### config.mk
export PLATFORM = sky130hd
export DESIGN_NAME = dac_update_ctrl
export DESIGN_NICKNAME = d
export VERILOG_FILES = /design/src/logic/dac_ctrl_pkg.sv /design/src/logic/fmt_if.sv /design/src/logic/code_format.sv /design/src/logic/dac_update_ctrl.sv
export VERILOG_INCLUDE_DIRS = /design/src /design/src/logic
export SDC_FILE = /design/constraint.sdc
export NUM_CORES = 1
export LEC_CHECK = 0
export ABC_AREA = 1
export BUFFER_PORTS_ARGS = -buffer_cell sky130_fd_sc_hd__buf_2
export CAP_MARGIN = 20
export CORE_ASPECT_RATIO = 1.75
export CORE_MARGIN = 1.5
export CORE_UTILIZATION = 56
export DETAILED_ROUTE_END_ITERATION = 16
export PLACE_DENSITY = 0.81
export RECOVER_POWER = 50
export SETUP_SLACK_MARGIN = 0.02
export SLEW_MARGIN = 20
export SYNTH_ARGS = -nofsm -noshare
export SYNTH_HDL_FRONTEND = slang
export SYNTH_SLANG_ARGS = --single-unit
### constraint.sdc
create_clock -name aclk -period 1.8 [get_ports aclk]
set_clock_uncertainty 0.05 [all_clocks]
set_input_delay 0.36 -clock aclk [delete_from_list [all_inputs] [get_ports aclk]]
set_output_delay 0.36 -clock aclk [all_outputs]
set_load 0.005 [all_outputs]
### src/logic/dac_ctrl_defines.svh
`ifndef DAC_CTRL_DEFINES_SVH
`define DAC_CTRL_DEFINES_SVH

// register indices; byte address is four times the index
`define CTL0_IDX 10'h1C0
`define CTL1_IDX 10'h1C2
`define DAT0_IDX 10'h1C8
`define DAT1_IDX 10'h1CA

// control register fields
`define B_OPS 15
`define B_SREF_HI 14
`define B_SREF_LO 13
`define B_RES 12
`define B_LSEL_HI 11
`define B_LSEL_LO 10
`define B_CAL 9
`define B_IR 8
`define B_AMP_HI 7
`define B_AMP_LO 5
`define B_DF 4
`define B_IE 3
`define B_IFG 2
`define B_ENC 1
`define B_GRP 0

// fields frozen while conversion enable is set
`define CTL_LOCK_MASK 16'hFD00

`define AMP_OFF_HIZ 3'h0
`define AMP_OFF_ZERO 3'h1

`define CODE_MASK8 12'h0FF
`define CODE_MSB8 12'h080
`define CODE_MSB12 12'h800
`define CODE_ZERO 12'h000

`define CAL_CNT_W 16
`define CAL_CYCLES_DEF 1024

`define RESP_OKAY 2'h0
`define RESP_SLVERR 2'h2

`endif

### src/logic/dac_ctrl_pkg.sv
`include "dac_ctrl_defines.svh"

package dac_ctrl_pkg;

	typedef enum logic [1:0] {
		LOAD_DIRECT = 2'b00,
		LOAD_ON_WRITE = 2'b01,
		LOAD_TIMER_A = 2'b10,
		LOAD_TIMER_B = 2'b11
	} load_mode_t;

	typedef struct packed {
		logic [1:0][15:0] ctl;
		logic [1:0][11:0] dat;
		logic [1:0][11:0] core;
		logic [1:0] written;
		logic [1:0][`CAL_CNT_W-1:0] cal_cnt;
		logic ta_q;
		logic tb_q;
		logic aw_held;
		logic w_held;
		logic [11:0] awaddr;
		logic [31:0] wdata;
		logic [3:0] wstrb;
		logic awready;
		logic wready;
		logic bvalid;
		logic [1:0] bresp;
		logic arready;
		logic rvalid;
		logic [1:0] rresp;
		logic [31:0] rdata;
		logic [3:0] pin_claim;
		logic [1:0] out_hiz;
		logic [1:0] out_zero;
		logic irq;
	} state_t;

endpackage : dac_ctrl_pkg

### src/logic/fmt_if.sv
`timescale 1ns/1ps

interface fmt_if;
	logic [11:0] raw;
	logic res8;
	logic twos;
	logic [11:0] code;
	modport src (output raw, output res8, output twos, input code);
	modport fmt (input raw, input res8, input twos, output code);
endinterface : fmt_if

### src/logic/code_format.sv
`timescale 1ns/1ps
`include "dac_ctrl_defines.svh"

module code_format (
	fmt_if.fmt port
);
	always_comb begin
		if (port.res8) begin
			port.code = (port.raw & `CODE_MASK8)
				^ (port.twos ? `CODE_MSB8 : `CODE_ZERO);
		end else begin
			port.code = port.raw
				^ (port.twos ? `CODE_MSB12 : `CODE_ZERO);
		end
	end
endmodule : code_format

### src/logic/dac_update_ctrl.sv
// Summary of operation
// - resolution bit 0 gives 12-bit codes, 1 gives 8-bit codes
// - range bit 0 gives three times reference, 1 gives one times
// - data register takes any value; only low 8 or 12 bits drive core
// - nonzero amplifier setting claims the output pin over port bits
// - pin select 0: pins 6.6/6.7; 1: external ref pin and pin 6.5
// - reference codes 0,1 pick internal, 2,3 pick external pin
// - three-bit amplifier field picks one of eight buffer settings
// - load select 0: latch transparent, enable bit ignored
// - load select 1: latch after each new data write
// - load select 2/3: latch on timer A or timer B compare rise
// - nonzero load select latches only while conversion enabled
// - straight binary: zero is minimum, all ones is full scale
// - two's complement: top code bit inverted before the core
// - calibration start bit runs calibration and self-clears
// - converter zero group bit groups both; converter one bit unused
// - grouped converters update in the very same cycle
// - grouped: converter one load select triggers both
// - grouped: no update until both data registers written
// - grouped with either enable clear: neither converter updates
// - latch-done flag sets on each latch; never with load select 0
// - flag, its enable and global enable raise irq; flag is sticky
// - amplifier code 000 off high-Z, 001 off driving zero
// - data register bits 15 to 12 read zero
`timescale 1ns/1ps
`include "dac_ctrl_defines.svh"

module dac_update_ctrl
	import dac_ctrl_pkg::*;
#(
	parameter int CAL_CYCLES = `CAL_CYCLES_DEF
) (
	input wire logic aclk,
	input wire logic aresetn,
	input wire logic [11:0] awaddr,
	input wire logic [2:0] awprot,
	input wire logic awvalid,
	output logic awready,
	input wire logic [31:0] wdata,
	input wire logic [3:0] wstrb,
	input wire logic wvalid,
	output logic wready,
	output logic [1:0] bresp,
	output logic bvalid,
	input wire logic bready,
	input wire logic [11:0] araddr,
	input wire logic [2:0] arprot,
	input wire logic arvalid,
	output logic arready,
	output logic [31:0] rdata,
	output logic [1:0] rresp,
	output logic rvalid,
	input wire logic rready,
	input wire logic timer_a_compare1_out,
	input wire logic timer_b_compare2_out,
	input wire logic global_irq_enable,
	output logic [1:0][11:0] core_code,
	output logic [1:0] res_8bit,
	output logic [1:0] range_x1,
	output logic [1:0] ref_external,
	output logic [1:0][2:0] amp_setting,
	output logic [1:0] out_hiz,
	output logic [1:0] out_zero,
	output logic [3:0] pin_claim,
	output logic [1:0] cal_busy,
	output logic irq
);
	localparam logic [`CAL_CNT_W-1:0] CAL_LAST = `CAL_CNT_W'(CAL_CYCLES - 1);

	state_t st_ff;
	state_t nxt_st;
	logic [1:0][11:0] fcode;
	logic ta_rise;
	logic tb_rise;
	logic grp_active;
	logic grp_fire;
	logic [1:0] lat;
	logic [1:0] enc;
	load_mode_t [1:0] lsel;
	logic write_go;
	logic [2:0] wsel;
	logic [2:0] rsel;

	function automatic logic [2:0] reg_sel(input logic [11:0] addr);
		if (addr == {`CTL0_IDX, 2'b00}) return 3'h4;
		else if (addr == {`CTL1_IDX, 2'b00}) return 3'h5;
		else if (addr == {`DAT0_IDX, 2'b00}) return 3'h6;
		else if (addr == {`DAT1_IDX, 2'b00}) return 3'h7;
		else return 3'h0;
	endfunction : reg_sel

	function automatic logic [15:0] merge16(input logic [15:0] old,
			input logic [15:0] wd, input logic [1:0] strb);
		logic [15:0] r;
		r = old;
		if (strb[0]) r[7:0] = wd[7:0];
		if (strb[1]) r[15:8] = wd[15:8];
		return r;
	endfunction : merge16

	function automatic logic trig_hit(input load_mode_t mode,
			input logic wr, input logic ea, input logic eb);
		case (mode)
			LOAD_ON_WRITE: return wr;
			LOAD_TIMER_A: return ea;
			LOAD_TIMER_B: return eb;
			default: return 1'b0;
		endcase
	endfunction : trig_hit

	genvar gi;
	generate
		for (gi = 0; gi < 2; gi++) begin : g_fmt
			fmt_if fi ();
			assign fi.raw = st_ff.dat[gi];
			assign fi.res8 = st_ff.ctl[gi][`B_RES];
			assign fi.twos = st_ff.ctl[gi][`B_DF];
			assign fcode[gi] = fi.code;
			assign enc[gi] = st_ff.ctl[gi][`B_ENC];
			assign lsel[gi] =
				load_mode_t'(st_ff.ctl[gi][`B_LSEL_HI:`B_LSEL_LO]);
			code_format u_fmt (
				.port(fi)
			);
			assign lat[gi] = grp_active ? grp_fire
				: (enc[gi] & trig_hit(lsel[gi], st_ff.written[gi],
					ta_rise, tb_rise));
		end
	endgenerate

	assign ta_rise = timer_a_compare1_out & ~st_ff.ta_q;
	assign tb_rise = timer_b_compare2_out & ~st_ff.tb_q;
	assign grp_active = st_ff.ctl[0][`B_GRP]
		& (lsel[0] != LOAD_DIRECT) & (lsel[1] != LOAD_DIRECT);
	assign grp_fire = enc[0] & enc[1] & st_ff.written[0]
		& st_ff.written[1] & trig_hit(lsel[1], 1'b1, ta_rise, tb_rise);
	assign write_go = st_ff.aw_held & st_ff.w_held & ~st_ff.bvalid;
	assign wsel = reg_sel(st_ff.awaddr);
	assign rsel = reg_sel(araddr);

	always_comb begin
		logic [15:0] nv;
		logic [15:0] dv;
		nv = '0;
		dv = '0;
		nxt_st = st_ff;
		nxt_st.ta_q = timer_a_compare1_out;
		nxt_st.tb_q = timer_b_compare2_out;
		for (int i = 0; i < 2; i++) begin
			if (lsel[i] == LOAD_DIRECT) begin
				nxt_st.core[i] = fcode[i];
				nxt_st.written[i] = 1'b0;
			end else if (lat[i]) begin
				nxt_st.core[i] = fcode[i];
				nxt_st.written[i] = 1'b0;
			end
			if (st_ff.ctl[i][`B_CAL]) begin
				if (st_ff.cal_cnt[i] == CAL_LAST) begin
					nxt_st.cal_cnt[i] = '0;
				end else begin
					nxt_st.cal_cnt[i] = st_ff.cal_cnt[i]
						+ `CAL_CNT_W'(1);
				end
			end
		end
		if (awvalid && st_ff.awready) begin
			nxt_st.aw_held = 1'b1;
			nxt_st.awaddr = awaddr;
		end
		if (wvalid && st_ff.wready) begin
			nxt_st.w_held = 1'b1;
			nxt_st.wdata = wdata;
			nxt_st.wstrb = wstrb;
		end
		if (st_ff.bvalid && bready) begin
			nxt_st.bvalid = 1'b0;
		end
		if (write_go) begin
			nxt_st.aw_held = 1'b0;
			nxt_st.w_held = 1'b0;
			nxt_st.bvalid = 1'b1;
			nxt_st.bresp = wsel[2] ? `RESP_OKAY : `RESP_SLVERR;
			for (int i = 0; i < 2; i++) begin
				if (wsel == {2'b10, 1'(i)}) begin
					nv = merge16(st_ff.ctl[i], st_ff.wdata[15:0],
						st_ff.wstrb[1:0]);
					if (enc[i]) begin
						nv = (nv & ~`CTL_LOCK_MASK)
							| (st_ff.ctl[i] & `CTL_LOCK_MASK);
					end
					if (st_ff.ctl[i][`B_CAL]) begin
						nv[`B_CAL] = 1'b1;
					end
					nxt_st.ctl[i] = nv;
				end
				if (wsel == {2'b11, 1'(i)}) begin
					dv = merge16({4'h0, st_ff.dat[i]},
						st_ff.wdata[15:0], st_ff.wstrb[1:0]);
					nxt_st.dat[i] = dv[11:0];
					nxt_st.written[i] = 1'b1;
				end
			end
		end
		for (int i = 0; i < 2; i++) begin
			if (st_ff.ctl[i][`B_CAL] && st_ff.cal_cnt[i] == CAL_LAST) begin
				nxt_st.ctl[i][`B_CAL] = 1'b0;
			end
			if (lat[i]) begin
				nxt_st.ctl[i][`B_IFG] = 1'b1;
			end
		end
		if (arvalid && st_ff.arready) begin
			nxt_st.rvalid = 1'b1;
			nxt_st.rresp = rsel[2] ? `RESP_OKAY : `RESP_SLVERR;
			case (rsel)
				3'h4: nxt_st.rdata = {16'h0000, st_ff.ctl[0]};
				3'h5: nxt_st.rdata = {16'h0000, st_ff.ctl[1]};
				3'h6: nxt_st.rdata = {20'h00000, st_ff.dat[0]};
				3'h7: nxt_st.rdata = {20'h00000, st_ff.dat[1]};
				default: nxt_st.rdata = 32'h00000000;
			endcase
		end else if (st_ff.rvalid && rready) begin
			nxt_st.rvalid = 1'b0;
		end
		nxt_st.arready = ~nxt_st.rvalid;
		nxt_st.awready = ~nxt_st.aw_held & ~nxt_st.bvalid;
		nxt_st.wready = ~nxt_st.w_held & ~nxt_st.bvalid;
		for (int i = 0; i < 2; i++) begin
			nxt_st.out_hiz[i] =
				st_ff.ctl[i][`B_AMP_HI:`B_AMP_LO] == `AMP_OFF_HIZ;
			nxt_st.out_zero[i] =
				st_ff.ctl[i][`B_AMP_HI:`B_AMP_LO] == `AMP_OFF_ZERO;
			nxt_st.pin_claim[2 * i] = ~st_ff.ctl[i][`B_OPS]
				& (st_ff.ctl[i][`B_AMP_HI:`B_AMP_LO] != `AMP_OFF_HIZ);
			nxt_st.pin_claim[2 * i + 1] = st_ff.ctl[i][`B_OPS]
				& (st_ff.ctl[i][`B_AMP_HI:`B_AMP_LO] != `AMP_OFF_HIZ);
		end
		nxt_st.irq = global_irq_enable
			& ((st_ff.ctl[0][`B_IFG] & st_ff.ctl[0][`B_IE])
			| (st_ff.ctl[1][`B_IFG] & st_ff.ctl[1][`B_IE]));
	end

	always_ff @(posedge aclk) begin
		if (!aresetn) begin
			st_ff <= '0;
		end else begin
			st_ff <= nxt_st;
		end
	end

	assign awready = st_ff.awready;
	assign wready = st_ff.wready;
	assign bvalid = st_ff.bvalid;
	assign bresp = st_ff.bresp;
	assign arready = st_ff.arready;
	assign rvalid = st_ff.rvalid;
	assign rresp = st_ff.rresp;
	assign rdata = st_ff.rdata;
	assign core_code = st_ff.core;
	assign out_hiz = st_ff.out_hiz;
	assign out_zero = st_ff.out_zero;
	assign pin_claim = st_ff.pin_claim;
	assign irq = st_ff.irq;
	generate
		for (gi = 0; gi < 2; gi++) begin : g_out
			assign res_8bit[gi] = st_ff.ctl[gi][`B_RES];
			assign range_x1[gi] = st_ff.ctl[gi][`B_IR];
			assign ref_external[gi] = st_ff.ctl[gi][`B_SREF_HI];
			assign amp_setting[gi] = st_ff.ctl[gi][`B_AMP_HI:`B_AMP_LO];
			assign cal_busy[gi] = st_ff.ctl[gi][`B_CAL];
		end
	endgenerate
endmodule : dac_update_ctrl

# Yosys cells after proc, flatten, opt, wreduce, memory -nomap -nowiden
# Cells that the tools add are included.
# totals
register_bits	198
out_inout_bits	88
# op_classes
add_sub_neg	2
eq_ne	28
muxes	69
bitwise	38
reduce_logical	33
# ops
operator	count
8-bit two-way mux	16
12-bit two-way mux	10
12-bit by 11-bit equality test with 1-bit output (second input constant)	8
16-bit two-way mux	5
16-bit case mux with 4 select lines	1
43-bit two-way mux	1
16-bit by 1-bit adder with 16-bit output (second input constant)	2
16-bit by 10-bit equality test with 1-bit output (second input constant)	2
10-bit by 16-bit bitwise OR with 16-bit output	2
3-bit two-way mux	10
3-bit equality test (second input constant)	8
12-bit XOR	2
8-bit by 12-bit XOR with 12-bit output	2
1-bit bitwise AND	21
3-bit AND reduction	6
1-bit two-way mux	17
2-bit nonzero test	8
1-bit inverter	10
1-bit case mux with 3 select lines	3
2-bit equality test (second input constant)	4
2-bit two-way mux	4
4-bit two-way mux	2
4-bit inequality test (second input constant)	2
2-bit AND reduction	4
8 further kinds	20

# Logic depth before layout (Yosys ltp)
# logic_depth
word_depth	14
mapped_depth	11

# Cells and area by module
# Synthesis repeated with hierarchy kept, for this count alone.
# hier_totals
cells_unflattened	1210
area_unflattened_um2	8590.7
# by_module_without_submodules
mod	instances	cells_each	area_per_inst_um2	seq_area_each_um2
dac_update_ctrl	1	1162	8355.5	3603.5
code_format	2	24	117.6	0.0

# Least setup slack after synthesis
# Ideal clock, no wire load.
# synth_path
path_kind	reg-to-reg
startpoint	reg st_ff[118] in the netlist's numbering
endpoint	reg st_ff[131] in the netlist's numbering
setup_ns	0.122
t_arrival_ns	1.324
path_slack_ns	0.304
path_stages_with_launch	9
path_buffers	0
path_cell_list	dfxtp_1 ha_1 nand2_1 nor2_1 nand3_1 nand3b_1 nand2_1 o21bai_1 nor2_1
# synth_via
elab_chain_len	2
# synth_lines
element	line_no	rtl
start: declaration	dac_update_ctrl.sv:70	state_t st_ff;
start signal: assignment	dac_update_ctrl.sv:247	st_ff <= nxt_st;
16-bit by 1-bit adder with 16-bit output or 16-bit by 10-bit equality test with 1-bit output (tied branches)	dac_update_ctrl.sv:161, dac_update_ctrl.sv:158	
16-bit two-way mux (*)	dac_update_ctrl.sv:158	if (st_ff.cal_cnt[i] == CAL_LAST) begin
# Mark *: on every way between the ends. The rest lies on a longest branch, timed or not.
# A chain may end at the register's enable or synchronous reset.

# Worst setup path in the final report
# layout_path
startpoint	reg st_ff[96] in the netlist's numbering
endpoint	reg st_ff (netlist bit range_x1[1])
# layout_via
elab_chain_len	8
# layout_lines
element	line_no	rtl
12-bit by 11-bit equality test with 1-bit output	dac_update_ctrl.sv:88	else if (addr == {`DAT1_IDX, 2'b00}) return 3'h7;
3-bit two-way mux	dac_update_ctrl.sv:88	
3-bit two-way mux	dac_update_ctrl.sv:87	else if (addr == {`DAT0_IDX, 2'b00}) return 3'h6;
3-bit two-way mux	dac_update_ctrl.sv:86	else if (addr == {`CTL1_IDX, 2'b00}) return 3'h5;
3-bit two-way mux (*)	dac_update_ctrl.sv:85	if (addr == {`CTL0_IDX, 2'b00}) return 3'h4;
3-bit equality test (*)	dac_update_ctrl.sv:184	if (wsel == {2'b10, 1'(i)}) begin
4-bit inequality test (no line)	--	
3-bit AND reduction (no line) (*)	--	
# Marked as above.

==> flow_summary.html <==
<table>
<tr><th>Metric</th><th>Value</th></tr>
<tr><th colspan="2">Power</th></tr>
<tr><td>Register share of total power</td><td>49.1%</td></tr>
<tr><td>Combinational cell fraction of total power</td><td>around 4.8%</td></tr>
<tr><td>Total Power Consumption</td><td>~8.4 mW</td></tr>
<tr><td>Leakage Power</td><td>4.01 nW</td></tr>
<tr><td>Net switching power</td><td>1.93 mW</td></tr>
<tr><td>Cell-internal power</td><td>6.43 mW</td></tr>
<tr><td>P per Cell Area</td><td>890 nW/µm²</td></tr>
<tr><td>VDD IR max</td><td>0.000922 V</td></tr>
<tr><td>Clock share of power</td><td>a little under half</td></tr>
<tr><td>Switching fraction of total power</td><td>23.1%</td></tr>
<tr><th colspan="2">Timing</th></tr>
<tr><td>Final Critical Period</td><td>1.66 ns</td></tr>
<tr><td>RSZ-0062 raised after global routing</td><td>yes</td></tr>
<tr><td>Transition time at the pin with the least slew margin</td><td>just over 0.8 ns</td></tr>
<tr><td>Relative slew slack</td><td>46.2%</td></tr>
<tr><td>Final total negative setup slack</td><td>0 ns</td></tr>
<tr><td>Least setup slack across all paths after layout</td><td>0.138 ns</td></tr>
<tr><td>Peak clock frequency supported by timing</td><td>602 MHz</td></tr>
<tr><td>Final critical-path share of the clock period</td><td>92.3%</td></tr>
<tr><td>Final Hold Violating Endpoints</td><td>0</td></tr>
<tr><td>Total of endpoints with negative setup slack in the final report</td><td>0</td></tr>
<tr><td>Post-Route Hold Slack</td><td>0.101 ns</td></tr>
<tr><td>Final number of max-transition violations</td><td>0</td></tr>
<tr><th colspan="2">Global routing</th></tr>
<tr><td>Via count of the first global-routing pass</td><td>about 7100</td></tr>
<tr><td>Number of antenna violations at the first check in global routing</td><td>0</td></tr>
<tr><td>Final global-route overflow total</td><td>0</td></tr>
<tr><td>Total global routing track utilization</td><td>26.5%</td></tr>
<tr><td>Global-route wire length before repair</td><td>33200 µm</td></tr>
<tr><td>Pin count of the biggest net entering global routing</td><td>96</td></tr>
<tr><th colspan="2">Route</th></tr>
<tr><td>Remaining antenna violation count</td><td>0</td></tr>
<tr><td>Vias</td><td>around 7600</td></tr>
<tr><td>Drt total wl</td><td>~20000 µm</td></tr>
<tr><td>Initial DRC count</td><td>between 500 and 600</td></tr>
<tr><td>DRC errors left</td><td>0</td></tr>
<tr><td>DR WL/cell</td><td>14.5 µm</td></tr>
<tr><td>Number of vias per cell after detailed routing</td><td>5.34</td></tr>
<tr><td>Number of iterations in the first detailed-routing pass</td><td>6</td></tr>
<tr><th colspan="2">Synthesis</th></tr>
<tr><td>Most used standard cell by instance count after synthesis</td><td>sky130_fd_sc_hd__nand2_1</td></tr>
<tr><td>Synth top area share</td><td>42.1%</td></tr>
<tr><td>Number of synthesized flops with an enable pin</td><td>0</td></tr>
<tr><td>Sequential element share of the synthesized area</td><td>42.1%</td></tr>
<tr><td>Cell type contributing the most total cell area after synthesis</td><td>sky130_fd_sc_hd__dfxtp_1</td></tr>
<tr><td>Synthesized area</td><td>8560 µm²</td></tr>
<tr><td>Cell types with the highest counts after synthesis</td><td>sky130_fd_sc_hd__nand2_1, sky130_fd_sc_hd__dfxtp_1, sky130_fd_sc_hd__nor2_1</td></tr>
<tr><td>Syn. warnings</td><td>0</td></tr>
<tr><td>Leading cell types by total area after synthesis</td><td>sky130_fd_sc_hd__dfxtp_1, sky130_fd_sc_hd__nand2_1, sky130_fd_sc_hd__buf_4</td></tr>
<tr><td>Number of standard cells after synthesis</td><td>1166</td></tr>
<tr><td>Proportion of register bits with asynchronous set or reset after synthesis</td><td>0%</td></tr>
<tr><td>Synthesized area per cell</td><td>roughly 7.3 µm²</td></tr>
<tr><td>Flops &amp; latches, synth</td><td>between 150 and 200</td></tr>
<tr><td>Unique masters post-synth</td><td>48</td></tr>
<tr><td>Ys flop type</td><td>sky130_fd_sc_hd__dfxtp_1</td></tr>
<tr><th colspan="2">Clock tree</th></tr>
<tr><td>Clk pin slew, worst setup/hold paths</td><td>~0.07 ns</td></tr>
<tr><td>Clock insertion delay at the later pin of the skew report</td><td>0.42 ns</td></tr>
<tr><td>Clk Tree Root Cell</td><td>sky130_fd_sc_hd__clkbuf_16</td></tr>
<tr><td>Number of buffers added by the clock tree synthesis step</td><td>17</td></tr>
<tr><td>Total number of clock tree sinks</td><td>between 150 and 200</td></tr>
<tr><td>Clock tree from TritonCTS</td><td>built</td></tr>
<tr><td>Maximum root-to-sink buffer count</td><td>2</td></tr>
<tr><td>Number of H-tree levels</td><td>4</td></tr>
<tr><th colspan="2">Final layout</th></tr>
<tr><td>Area Growth Syn to Fin</td><td>9.72%</td></tr>
<tr><td>Net total in the final layout</td><td>1297</td></tr>
<tr><td>Fraction of layout instances using a drive strength above 1</td><td>15.3%</td></tr>
<tr><td>Finished Cell Area</td><td>9400 µm²</td></tr>
<tr><td>Filler instances</td><td>~1300</td></tr>
<tr><td>Non-filler cells in the finished layout</td><td>1415</td></tr>
<tr><td>Final core occ</td><td>between 60% and 70%</td></tr>
<tr><td>Diode insertion count for antenna repair</td><td>0</td></tr>
<tr><th colspan="2">Place</th></tr>
<tr><td>RePlAce Congestion</td><td>0.951</td></tr>
<tr><td>Placed wire-length estimate</td><td>14900 µm</td></tr>
<tr><td>Worst Setup Slack post-DPL</td><td>0.0864 ns</td></tr>
<tr><td># placed instances</td><td>1383</td></tr>
<tr><td>Placed cell areas</td><td>8830 µm²</td></tr>
<tr><td>Buffers on Ports</td><td>121</td></tr>
<tr><th colspan="2">Floorplanning</th></tr>
<tr><td>Initial Utilization</td><td>57.4%</td></tr>
<tr><td>Die height</td><td>between 150 and 200 µm</td></tr>
<tr><td>Total die area</td><td>16100 µm²</td></tr>
<tr><td>Total core area</td><td>14900 µm²</td></tr>
<tr><td>Floorplan row count</td><td>just under 60</td></tr>
<tr><td>I/O pin count</td><td>around 160</td></tr>
<tr><td>Floorplan die width</td><td>96.5 µm</td></tr>
<tr><th colspan="2">Worst setup path</th></tr>
<tr><td>Type of destination of the critical path</td><td>flip-flop</td></tr>
<tr><td>Critical path required time</td><td>2.06 ns</td></tr>
<tr><td>Setup CP Type</td><td>reg -&gt; reg</td></tr>
<tr><td>CP startpoint kind</td><td>flip-flop</td></tr>
<tr><td>CP Max Fanout</td><td>14</td></tr>
<tr><td>Critical Path AT</td><td>1.92 ns</td></tr>
<tr><th colspan="2">Status</th></tr>
<tr><td>Run status</td><td>finished clean</td></tr>
<tr><th colspan="2">Min path</th></tr>
<tr><td>Min-delay worst type</td><td>in -&gt; reg</td></tr>
<tr><th colspan="2">Job</th></tr>
<tr><td>Max Cap Viol</td><td>0</td></tr>
</table>
-- cell type report --
cell class,instances,area (µm²),area share (%)
Timing Repair Buffer,144,762,8.11
Sequential cell,180,3600,38.3
Tap cell,183,229,2.44
Clock buffer,19,443,4.71
Inverter,113,429,4.57
Multi-Input combinational cell,763,3760,40.0
Clock inverter,13,171,1.82
-- power by group through the flow --
stage | sequential (mW) | combinational, mW | clock, mW
2_1_floorplan | 4.18 | 0.286 | 0
3_3_place_gp | 4.20 | 0.397 | 0
3_5_place_dp | 4.20 | 0.404 | 0
4_1_cts | 4.11 | 0.406 | 3.90
5_1_grt | 4.11 | 0.456 | 4.07
6_report | 4.11 | 0.401 | 3.86
-- critical path: stages (launching register included) --
cell and delay, ns:
sky130_fd_sc_hd__dfxtp_1 0.30, sky130_fd_sc_hd__inv_1 0.06, sky130_fd_sc_hd__nor3_4 0.27, sky130_fd_sc_hd__nand2_2 0.17
sky130_fd_sc_hd__nor2_8 0.19, sky130_fd_sc_hd__nand3_4 0.21, sky130_fd_sc_hd__o21ai_0 0.24, sky130_fd_sc_hd__a21oi_1 0.06
-- flip-flops by register name, summed over array words and instances (netlist names), 2 cells and up --
signal,flops
out_hiz,2
lsel,4
ref_external,2
pin_claim,4
g_fmt.fi.raw,24
enc,2
g_fmt.fi.twos,2
range_x1,2
st_ff,78
out_zero,2
cal_busy,2
core_code,24
amp_setting,6
res_8bit,2
rdata,16
-- cells in the final DEF (no fill, tap or decap), types with 34 or more instances in the layout --
cell / Yosys / layout
sky130_fd_sc_hd__dfxtp_1: 180 / 180
sky130_fd_sc_hd__nor2_1: 155 / 154
sky130_fd_sc_hd__a21oi_1: 79 / 79
sky130_fd_sc_hd__inv_1: 107 / 107
sky130_fd_sc_hd__nand2_1: 208 / 208
sky130_fd_sc_hd__nand4_1: 34 / 34
sky130_fd_sc_hd__buf_2: 14 / 83
sky130_fd_sc_hd__o21ai_0: 84 / 84
sky130_fd_sc_hd__clkbuf_1: 23 / 41
sky130_fd_sc_hd__nand3_1: 63 / 63
-- routing by layer --
metal	share of wire, %	GRT usage (%)
met1	38	29.2
met2	51	44.7
met3	5.0	5.21
met4	5.6	17.6
met5	0	0
-- worst paths after layout --
path                            slack [ns]                        to                     from  depth (start not counted)
worst min-delay path                  0.10     st_ff[100]$_SDFF_PN0_     timer_b_compare2_out                          3
worst max-delay path                  0.14  range_x1[1]$_SDFFE_PN0P_   st_ff[96]$_SDFFE_PN0P_                          7
worst min register to register        0.40   st_ff[213]$_SDFFE_PN0P_  st_ff[213]$_SDFFE_PN0P_                          2
worst max register to register        0.14  range_x1[1]$_SDFFE_PN0P_   st_ff[96]$_SDFFE_PN0P_                          7
-- kinds of logic after synthesis --
family | count (synthesis) | synth area share [%]
adders and majority gates | 2 | 0.292
other | 1 | 0.0438
xor gates and xnor gates | 15 | 1.53
buffers and inverters | 240 | 15.0
DFF | 180 | 42.1
AOI/OAI and AO/OA | 181 | 11.2
and+or+nand+nor | 547 | 29.9
-- what timing repair did --
item,CTS,global route
setup endpoints to repair,0,24
hold buffers,0,0
buffers inserted,0,0
gates resized for setup,0,3
hold endpoints to repair,0,0
(Power assumes the default switching activity.)
